**src/cbu_regs.svh**
```systemverilog
// constants for the conditional branch unit: flag positions, widths, cycle counts
// Overview of operation
// - flag-set branch takes when selected bit is 1
// - flag-clear branch takes when selected bit is 0
// - taken branch loads pc plus k plus one
// - flags untouched; one or two cycles
// - equal on zero 1, not-equal on zero 0
// - carry-one on carry 1, carry-zero on 0
// - unsigned ge on carry 0, lt on 1
// - negative on n 1, positive on n 0
// - signed ge when n xor v is 0
// - half-carry branches test half-carry flag
// - copy-bit branches test copy-bit flag
// - overflow branches test overflow flag
// - irq-enabled branch takes on enable 1
// - irq-disabled branch takes on enable 0
`ifndef CBU_REGS_SVH
`define CBU_REGS_SVH
`define CBU_FLAG_CARRY 3'h0
`define CBU_FLAG_ZERO 3'h1
`define CBU_FLAG_NEG 3'h2
`define CBU_FLAG_OVF 3'h3
`define CBU_FLAG_SIGN 3'h4
`define CBU_FLAG_HALF 3'h5
`define CBU_FLAG_COPY 3'h6
`define CBU_FLAG_IRQ 3'h7
`define CBU_FLAGS_W 8
`define CBU_SEL_W 3
`define CBU_PC_W 16
`define CBU_OFFSET_W 7
`define CBU_NOT_TAKEN_CYCLES 1
`define CBU_TAKEN_CYCLES 2
`endif
```
**src/cbu_pkg.sv**
```systemverilog
// types shared by the conditional branch unit modules
package cbu_pkg;
    // one entry per conditional branch instruction
    typedef enum logic [4:0] {
        branch_on_flag_set,
        branch_on_flag_clear,
        branch_equal,
        branch_not_equal,
        branch_carry_one,
        branch_carry_zero,
        branch_unsigned_ge,
        branch_unsigned_lt,
        branch_negative,
        branch_positive,
        branch_signed_ge,
        branch_signed_lt,
        branch_half_carry_one,
        branch_half_carry_zero,
        branch_copy_bit_one,
        branch_copy_bit_zero,
        branch_overflow_one,
        branch_overflow_zero,
        branch_irq_enabled,
        branch_irq_disabled
    } cbu_branch_type;
    // sequencer states
    typedef enum logic [0:0] {
        cbu_idle,
        cbu_taken_wait
    } cbu_state_type;
endpackage : cbu_pkg

```
**src/cbu_cond_if.sv**
```systemverilog
// carrier between the sequencer and the condition evaluator
`timescale 1ns/1ps
`default_nettype none
`include "cbu_regs.svh"
interface cbu_cond_if;
    cbu_pkg::cbu_branch_type kind; // instruction being evaluated
    logic [`CBU_SEL_W-1:0] sel; // generic flag selector
    logic [`CBU_FLAGS_W-1:0] flags; // processor_flags_register snapshot
    logic cond; // condition holds
    modport seq (output kind, output sel, output flags, input cond);
    modport eval (input kind, input sel, input flags, output cond);
endinterface : cbu_cond_if
`default_nettype wire

```
**src/cbu_branch_unit.sv**
```systemverilog
// conditional relative branch sequencer: decides, computes target, loads pc
`timescale 1ns/1ps
`default_nettype none
`include "cbu_regs.svh"
module cbu_branch_unit #(
    parameter int PC_W = `CBU_PC_W, // program counter width
    parameter int OFFSET_W = `CBU_OFFSET_W // width of signed offset k
) (
    input wire logic clk,
    input wire logic reset,
    input wire logic instr_valid,
    input wire cbu_pkg::cbu_branch_type instr_kind,
    input wire logic [`CBU_SEL_W-1:0] flag_sel,
    input wire logic [OFFSET_W-1:0] offset_k,
    input wire logic [`CBU_FLAGS_W-1:0] processor_flags_register,
    input wire logic [PC_W-1:0] pc_in,
    output logic busy,
    output logic done,
    output logic taken,
    output logic pc_load,
    output logic [PC_W-1:0] pc_next
);
    import cbu_pkg::*;

    cbu_cond_if cif (); // link to the evaluator

    // evaluator sees the live request; flags are only read, never driven
    assign cif.kind = instr_kind;
    assign cif.sel = flag_sel;
    assign cif.flags = processor_flags_register;

    cbu_cond_eval u_eval (
        .c(cif)
    );

    cbu_state_type state; // sequencer state
    cbu_state_type next_state;
    logic [PC_W-1:0] target; // held branch target
    logic [PC_W-1:0] next_target;
    logic next_busy;
    logic next_done;
    logic next_taken;
    logic next_pc_load;
    logic [PC_W-1:0] next_pc_next;
    logic [PC_W-1:0] k_ext; // sign-extended offset
    logic [PC_W-1:0] one_pc; // constant one at pc width

    // sign extension keeps backward branches correct
    assign k_ext = {{(PC_W-OFFSET_W){offset_k[OFFSET_W-1]}}, offset_k};
    assign one_pc = {{(PC_W-1){1'b0}}, 1'b1};

    // next-state and output computation
    always_comb begin
        next_state = state;
        next_target = target;
        next_busy = 1'b0;
        next_done = 1'b0;
        next_taken = 1'b0;
        next_pc_load = 1'b0;
        next_pc_next = pc_next;
        case (state)
            cbu_idle: begin
                if (instr_valid && cif.cond) begin
                    // taken: hold target for the second cycle
                    next_target = pc_in + k_ext + one_pc;
                    next_busy = 1'b1;
                    next_state = cbu_taken_wait;
                end else if (instr_valid) begin
                    // not taken: fall through in one cycle
                    next_done = 1'b1;
                    next_pc_load = 1'b1;
                    next_pc_next = pc_in + one_pc;
                end
            end
            cbu_taken_wait: begin
                // second cycle: new requests here are ignored
                next_done = 1'b1;
                next_taken = 1'b1;
                next_pc_load = 1'b1;
                next_pc_next = target;
                next_state = cbu_idle;
            end
            default: begin
                next_state = cbu_idle;
            end
        endcase
    end

    // registers only; synchronous reset
    always_ff @(posedge clk) begin
        if (reset) begin
            state <= cbu_idle;
            target <= '0;
            busy <= 1'b0;
            done <= 1'b0;
            taken <= 1'b0;
            pc_load <= 1'b0;
            pc_next <= '0;
        end else begin
            state <= next_state;
            target <= next_target;
            busy <= next_busy;
            done <= next_done;
            taken <= next_taken;
            pc_load <= next_pc_load;
            pc_next <= next_pc_next;
        end
    end
endmodule : cbu_branch_unit
`default_nettype wire

```
**src/cbu_cond_eval.sv**
```systemverilog
// combinational condition evaluator for the conditional branches
`timescale 1ns/1ps
`default_nettype none
`include "cbu_regs.svh"
module cbu_cond_eval (
    cbu_cond_if.eval c
);
    import cbu_pkg::*;

    // pick the flag and the level that makes the branch taken
    always_comb begin
        logic bit_val;
        logic want;
        bit_val = c.flags[c.sel];
        want = 1'b1;
        case (c.kind)
            branch_on_flag_set: begin
                bit_val = c.flags[c.sel];
                want = 1'b1;
            end
            branch_on_flag_clear: begin
                bit_val = c.flags[c.sel];
                want = 1'b0;
            end
            branch_equal, branch_not_equal: begin
                bit_val = c.flags[`CBU_FLAG_ZERO];
                want = (c.kind == branch_equal);
            end
            branch_carry_one, branch_carry_zero: begin
                bit_val = c.flags[`CBU_FLAG_CARRY];
                want = (c.kind == branch_carry_one);
            end
            branch_unsigned_ge, branch_unsigned_lt: begin
                // same test as the carry pair, kept as aliases
                bit_val = c.flags[`CBU_FLAG_CARRY];
                want = (c.kind == branch_unsigned_lt);
            end
            branch_negative, branch_positive: begin
                bit_val = c.flags[`CBU_FLAG_NEG];
                want = (c.kind == branch_negative);
            end
            branch_signed_ge, branch_signed_lt: begin
                // computed from n and v, not the stored sign bit
                bit_val = c.flags[`CBU_FLAG_NEG] ^ c.flags[`CBU_FLAG_OVF];
                want = (c.kind == branch_signed_lt);
            end
            branch_half_carry_one, branch_half_carry_zero: begin
                bit_val = c.flags[`CBU_FLAG_HALF];
                want = (c.kind == branch_half_carry_one);
            end
            branch_copy_bit_one, branch_copy_bit_zero: begin
                bit_val = c.flags[`CBU_FLAG_COPY];
                want = (c.kind == branch_copy_bit_one);
            end
            branch_overflow_one, branch_overflow_zero: begin
                bit_val = c.flags[`CBU_FLAG_OVF];
                want = (c.kind == branch_overflow_one);
            end
            branch_irq_enabled: begin
                bit_val = c.flags[`CBU_FLAG_IRQ];
                want = 1'b1;
            end
            branch_irq_disabled: begin
                bit_val = c.flags[`CBU_FLAG_IRQ];
                want = 1'b0;
            end
            default: begin
                // unused encodings never branch
                bit_val = 1'b0;
                want = 1'b1;
            end
        endcase
        c.cond = (bit_val == want);
    end
endmodule : cbu_cond_eval
`default_nettype wire

```
**config.mk**
```make
export PLATFORM = sky130hd
export DESIGN_NAME = cbu_branch_unit
export DESIGN_NICKNAME = d
export VERILOG_FILES = /design/src/cbu_pkg.sv /design/src/cbu_cond_if.sv /design/src/cbu_branch_unit.sv /design/src/cbu_cond_eval.sv
export VERILOG_INCLUDE_DIRS = /design/src /design/src/src
export SDC_FILE = /design/constraint.sdc
export NUM_CORES = 1
export LEC_CHECK = 0
export ABC_AREA = 1
export BUFFER_PORTS_ARGS = -buffer_cell sky130_fd_sc_hd__buf_2
export CAP_MARGIN = 20
export CORE_UTILIZATION = 40
export CTS_CLUSTER_SIZE = 25
export DETAILED_ROUTE_END_ITERATION = 7
export PLACE_DENSITY = 0.67
export SYNTH_ARGS = -nofsm -noshare
export SYNTH_HDL_FRONTEND = slang
export SYNTH_SLANG_ARGS = --single-unit
```
**constraint.sdc**
```tcl
create_clock -name clk -period 1.8 [get_ports clk]
set_input_delay 0.09 -clock clk [delete_from_list [all_inputs] [get_ports clk]]
set_output_delay 0.09 -clock clk [all_outputs]
set_load 0.02 [all_outputs]
```
; ---- Yosys cells after proc, flatten, opt, wreduce, memory -nomap -nowiden
; Index checks and enable logic that the tools add are counted.
[classes]
addsub = 3
n_lt_le_gt_ge = 1
eq_ne = 22
mux = 13
bitwise = 2
n_reduce_logical = 17
[op_table]
columns = cell, count
row1 = $eq 5x4->1 const B, 8
row2 = $add 16x1->16 const B, 2
row3 = $mux 16, 2
row4 = $pmux 16 s2, 1
row5 = $reduce_or 2->1, 12
row6 = $eq 5x3->1 const B, 4
row7 = $eq 5x5->1 const B, 4
row8 = $pmux 1 s9, 2
row9 = $add 16x16->16, 1
row10 = $eq 5x2->1 const B, 2
row11 = $eq 5x1->1 const B, 1
row12 = $logic_not 5->1, 1
row13 = $mux 1, 5
row14 = $lt 3x4->1 const B, 1
row15 = $ne 2x2->1 const B, 2
row16 = $pmux 1 s2, 2
row17 = $reduce_and 2->1, 2
row18 = $reduce_or 4->1, 1
row19 = $bmux 1 s3, 1
row20 = $eq 1x1->1, 1
row21 = $logic_and 1x1->1, 1
row22 = $not 1->1, 1
row23 = $xor 1x1->1, 1
[word_totals]
regBits = 36
inputBits = 42
word_cells = 64

; ---- Logic depth before layout (Yosys ltp)
[depth]
word_depth = 7
mapped_depth = 15
mapped_depth_nobuf = 15

; ---- Hierarchy
; A second synthesis with hierarchy kept.
[hier_totals]
cells_unflattened = 507
hier_area_um2 = 3020.4
[modules_own_cells]
columns = module, n_inst, cells_per_inst, area_per_inst_um2, seq_area_each_um2
row1 = cbu_branch_unit, 1, 427, 2653.8, 700.7
row2 = cbu_cond_eval, 1, 80, 366.6, 0.0

; ---- Worst setup path before layout
; No wires, ideal clock.
[synth_path]
path_type = in2reg
start = input port offset_k[0]
end = register target[14]
setup_time_ps = 128
t_arrival_ps = 1599
slack_ps = 73
stages = 13
path_buffers = 0
path_cell_list = inv_1 -> ha_1 -> inv_1 -> fa_1 -> nand3_1 -> nand2_1 -> a21boi_0 -> nand3b_1 -> nand2_1 -> nand2_1 -> nand2_1 -> o21ai_1 -> nor2_1
[synth_via]
elab_chain_cells = 2
[synth_rtl]
columns = element, line
row1 = "start, declared", cbu_branch_unit.sv:14  ; input wire logic [OFFSET_W-1:0] offset_k,
row2 = $add 16x16->16, cbu_branch_unit.sv:65  ; next_target = pc_in + k_ext + one_pc;
row3 = $add 16x1->16, cbu_branch_unit.sv:65
row4 = "end signal, assigned", cbu_branch_unit.sv:101  ; target <= next_target;
row5 = "end, declared", cbu_branch_unit.sv:38  ; logic [PC_W-1:0] target;
; No other way between the ends.
; A chain may end at the register's enable or synchronous reset.

; ---- Final worst setup path
[layout_path]
start = input port pc_in[0]
end = register target[14]
[layout_via]
elab_chain_cells = 2
[layout_rtl]
columns = element, line
row1 = "start, declared", cbu_branch_unit.sv:16  ; input wire logic [PC_W-1:0] pc_in,
row2 = $add 16x16->16, cbu_branch_unit.sv:65
row3 = $add 16x1->16, cbu_branch_unit.sv:65
; No other way between the ends.

==> impl_metrics.csv <==
group,metric,value,unit
logic_synthesis,yosys_register_bits,35,
floorplanning,std_cell_rows,31,
logic_synthesis,synthTopCellsByArea,"dfxtp_1, nand2_1, nand3_1",
place,gp_congestion,0.8575,
logic_synthesis,synth_edf_count,0,
floorplanning,start_util,41.44,%
sta,fmax,0.6581,GHz
route,first_iter_violations,163,
status,status,"completed",
logic_synthesis,seq_area_frac_synth,23.31,%
power,power.leakage,1.896,nW
place,placed_cells,664,
logic_synthesis,synth-warning-count,0,
place,post-place-ws,-126.3,ps
setup_path,crit_path_start_kind,"input port",
sta,setup_viol,0,
logic_synthesis,syn_avg_cell_area,6.121,µm²
sta,fin_ws,280.4,ps
setup_path,cp.required,1980,ps
cts,cts.sinks,35,
cts,clk_path_buf_depth,2,
global_routing,track_usage,21.45,%
sta,grt_setup_unrepaired,"false",
floorplanning,die_h,88.68,µm
global_routing,grt_pass1_vias,3048,
cts,htree_num_levels,2,
sta,fin_crit,1520,ps
sta,slew_violations,0,
route,vias,3327,
setup_path,critPathKind,"in2reg",
global_routing,antenna_found_initial,0,
logic_synthesis,synth_ff_type,"dfxtp_1",
cells_and_area,regArea,700.7,µm²
floorplanning,core-area,7253,µm²
route,via_per_inst,4.951,
cells_and_area,drive_above_1_share,20.42,%
cts,clk_latency,290,ps
setup_path,arrival,1700,ps
route,antenna_left,0,
cells_and_area,nets,631,
place,dpl.hpwl,6.466,mm
cells_and_area,fillers,777,
cells_and_area,areaGrowthSynthToFinish,22.61,%
sta,holdWs,232.5,ps
floorplanning,ios,62,
power,power.density,701.9,nW/µm²
setup_path,crit_fanout,2,
power,vdd_ir_drop_max,0.0003694,V
route,routed_wl,7.990,mm
sta,worst_pin_slew,495.6,ps
logic_synthesis,syn-instance-count,491,
cells_and_area,finalNonFillerCells,672,
global_routing,overflow,0,
logic_synthesis,netlist.top_cell.by_area,"dfxtp_1",
global_routing,grt_max_degree,23,
sta,fin_crit_sh,84.42,%
logic_synthesis,synth_cell_types,39,
route,avgRoutedWirePerCell,11.89,µm
cts,cts_tree,"built",
logic_synthesis,syn-cell-area,3005,µm²
hold_path,hold_class,"in2reg",
cts,post_cts_buffers,0,
logic_synthesis,synth_async_sr_flop_share,0,%
logic_synthesis,yosys.area.top_type_share,23.31,%
sta,final_hold_viol_count,0,
cts,cts_buffers,5,
route,remaining_drc_errors,0,
route,drt_pass1_iterations,4,
floorplanning,die_area,7864,µm²
place,port-buffer-count,61,
sta,slew-limit-headroom,66.88,%
global_routing,grt_pass1_wl,13.35,mm
cells_and_area,multi_input_area,2017,µm²
logic_synthesis,syn_nets,550,
cts,path_clk_slew,80,ps
logic_synthesis,yosys.cell_count.top_type,"nand2_1",
job,drv_cap,0,
floorplanning,die_width,88.68,µm
setup_path,endpoint_kind,"flop",
logic_synthesis,synthTopCellsByCount,"nand2_1, nand3_1, nor2_1",
sta,finalClockSkew,10.64,ps
cells_and_area,diodes,0,
cts,clock-root-buffer,"clkbuf_8",
==> logic make-up (layout without fill, tap and decap cells) <==
group	Yosys count	after routing	synth area share [%]
AND/OR/NAND/NOR	278	278	40.30
AO/OA/AOI/OAI	76	76	13.36
buffers and inverters	64	146	9.575
flip-flops	35	35	23.31
XOR/XNOR	21	21	6.120
adder cells (fa/ha/maj)	17	17	7.327
==> worst max-delay path, cell delays in order <==
cell	delay, ps
buf_2	100
inv_1	50
ha_1	170
inv_1	80
fa_1	370
nand3_1	80
nand2_1	70
a21boi_1	210
nand3b_1	160
nand2_1	60
nand2_1	50
nand2_1	40
o21ai_1	120
nor2_1	40
==> power by group <==
part / leakage (nW) / internal (W) / switching [W]
Sequential: 0.288 / 0.000863 / 0.0000374
Combinational: 1.55 / 0.000385 / 0.000584
Clock: 0.0581 / 0.000412 / 0.000305
==> metal layers <==
| metal | wire [µm] | vias to the layer above | GRT usage, % |
|---|---|---|---|
| li1 | - | 1771 | - |
| met1 | 3918 | 1471 | 27.87 |
| met2 | 3604 | 77 | 36.78 |
| met3 | 363 | 8 | 3.545 |
| met4 | 103 | 0 | 5.572 |
| met5 | 0 | - | 0 |
==> repair_timing <==
action,CTS,global route
gates resized for setup,0,1
hold buffers,0,0
endpoints found under the setup margin,0,1
==> cell type report <==
type,count,share of cell area [%]
Inverter,48,4.958
Timing Repair Buffer,90,14.87
Multi-Input combinational cell,392,54.74
Clock buffer,5,1.868
Clock inverter,3,1.188
Sequential cell,35,19.02
Tap cell,99,3.362
==> final timing paths <==
path         cells past startpoint  slack, ps    endpoint        from
min reg2reg                      2        480  pc_next[3]  pc_next[3]
max reg2reg                      5        350  pc_next[0]       state
min                              6        230   target[0]    pc_in[0]
max                             14        280  target[14]    pc_in[0]
==> stage by stage <==
step	area [µm²]	utilization [%]	TNS, ps	total power [W]
6_report	3685	50.80	0	0.002586
5_1_grt	3685	50.80	0	0.002770
4_1_cts	3685	50.80	0	0.002598
3_5_place_dp	3572	49.25	-126.3	0.001882
3_3_place_gp	3572	49.25	-16.45	0.001869
2_1_floorplan	3005	-	0	0.001560
==> flip-flops by register name (all words and copies together), names as in the netlist <==
signal   flops
pc_load      1
target      16
taken        1
state        1
pc_next     16
==> cells in the final DEF (no fill, tap or decap), types with 2 or more instances in the layout <==
| master | synthesis | final |
|---|---|---|
| a21o_1 | 2 | 2 |
| a21oi_1 | 34 | 34 |
| buf_12 | 0 | 2 |
| buf_2 | 3 | 61 |
| buf_4 | 1 | 27 |
| clkbuf_8 | 0 | 5 |
| dfxtp_1 | 35 | 35 |
| ha_1 | 16 | 16 |
| inv_1 | 39 | 39 |
| inv_2 | 7 | 7 |
| nand2_1 | 125 | 125 |
| nand2_2 | 2 | 2 |
| nand3_1 | 69 | 69 |
| nand3_2 | 2 | 2 |
| nand3b_1 | 4 | 4 |
| nand4_1 | 3 | 3 |
| nor2_1 | 61 | 61 |
| nor2_2 | 3 | 3 |
| nor3_1 | 4 | 4 |
| o21ai_0 | 27 | 27 |
| o21ai_1 | 6 | 6 |
| xnor2_1 | 9 | 9 |
| xor2_1 | 12 | 12 |
(Power assumes the default switching activity.)
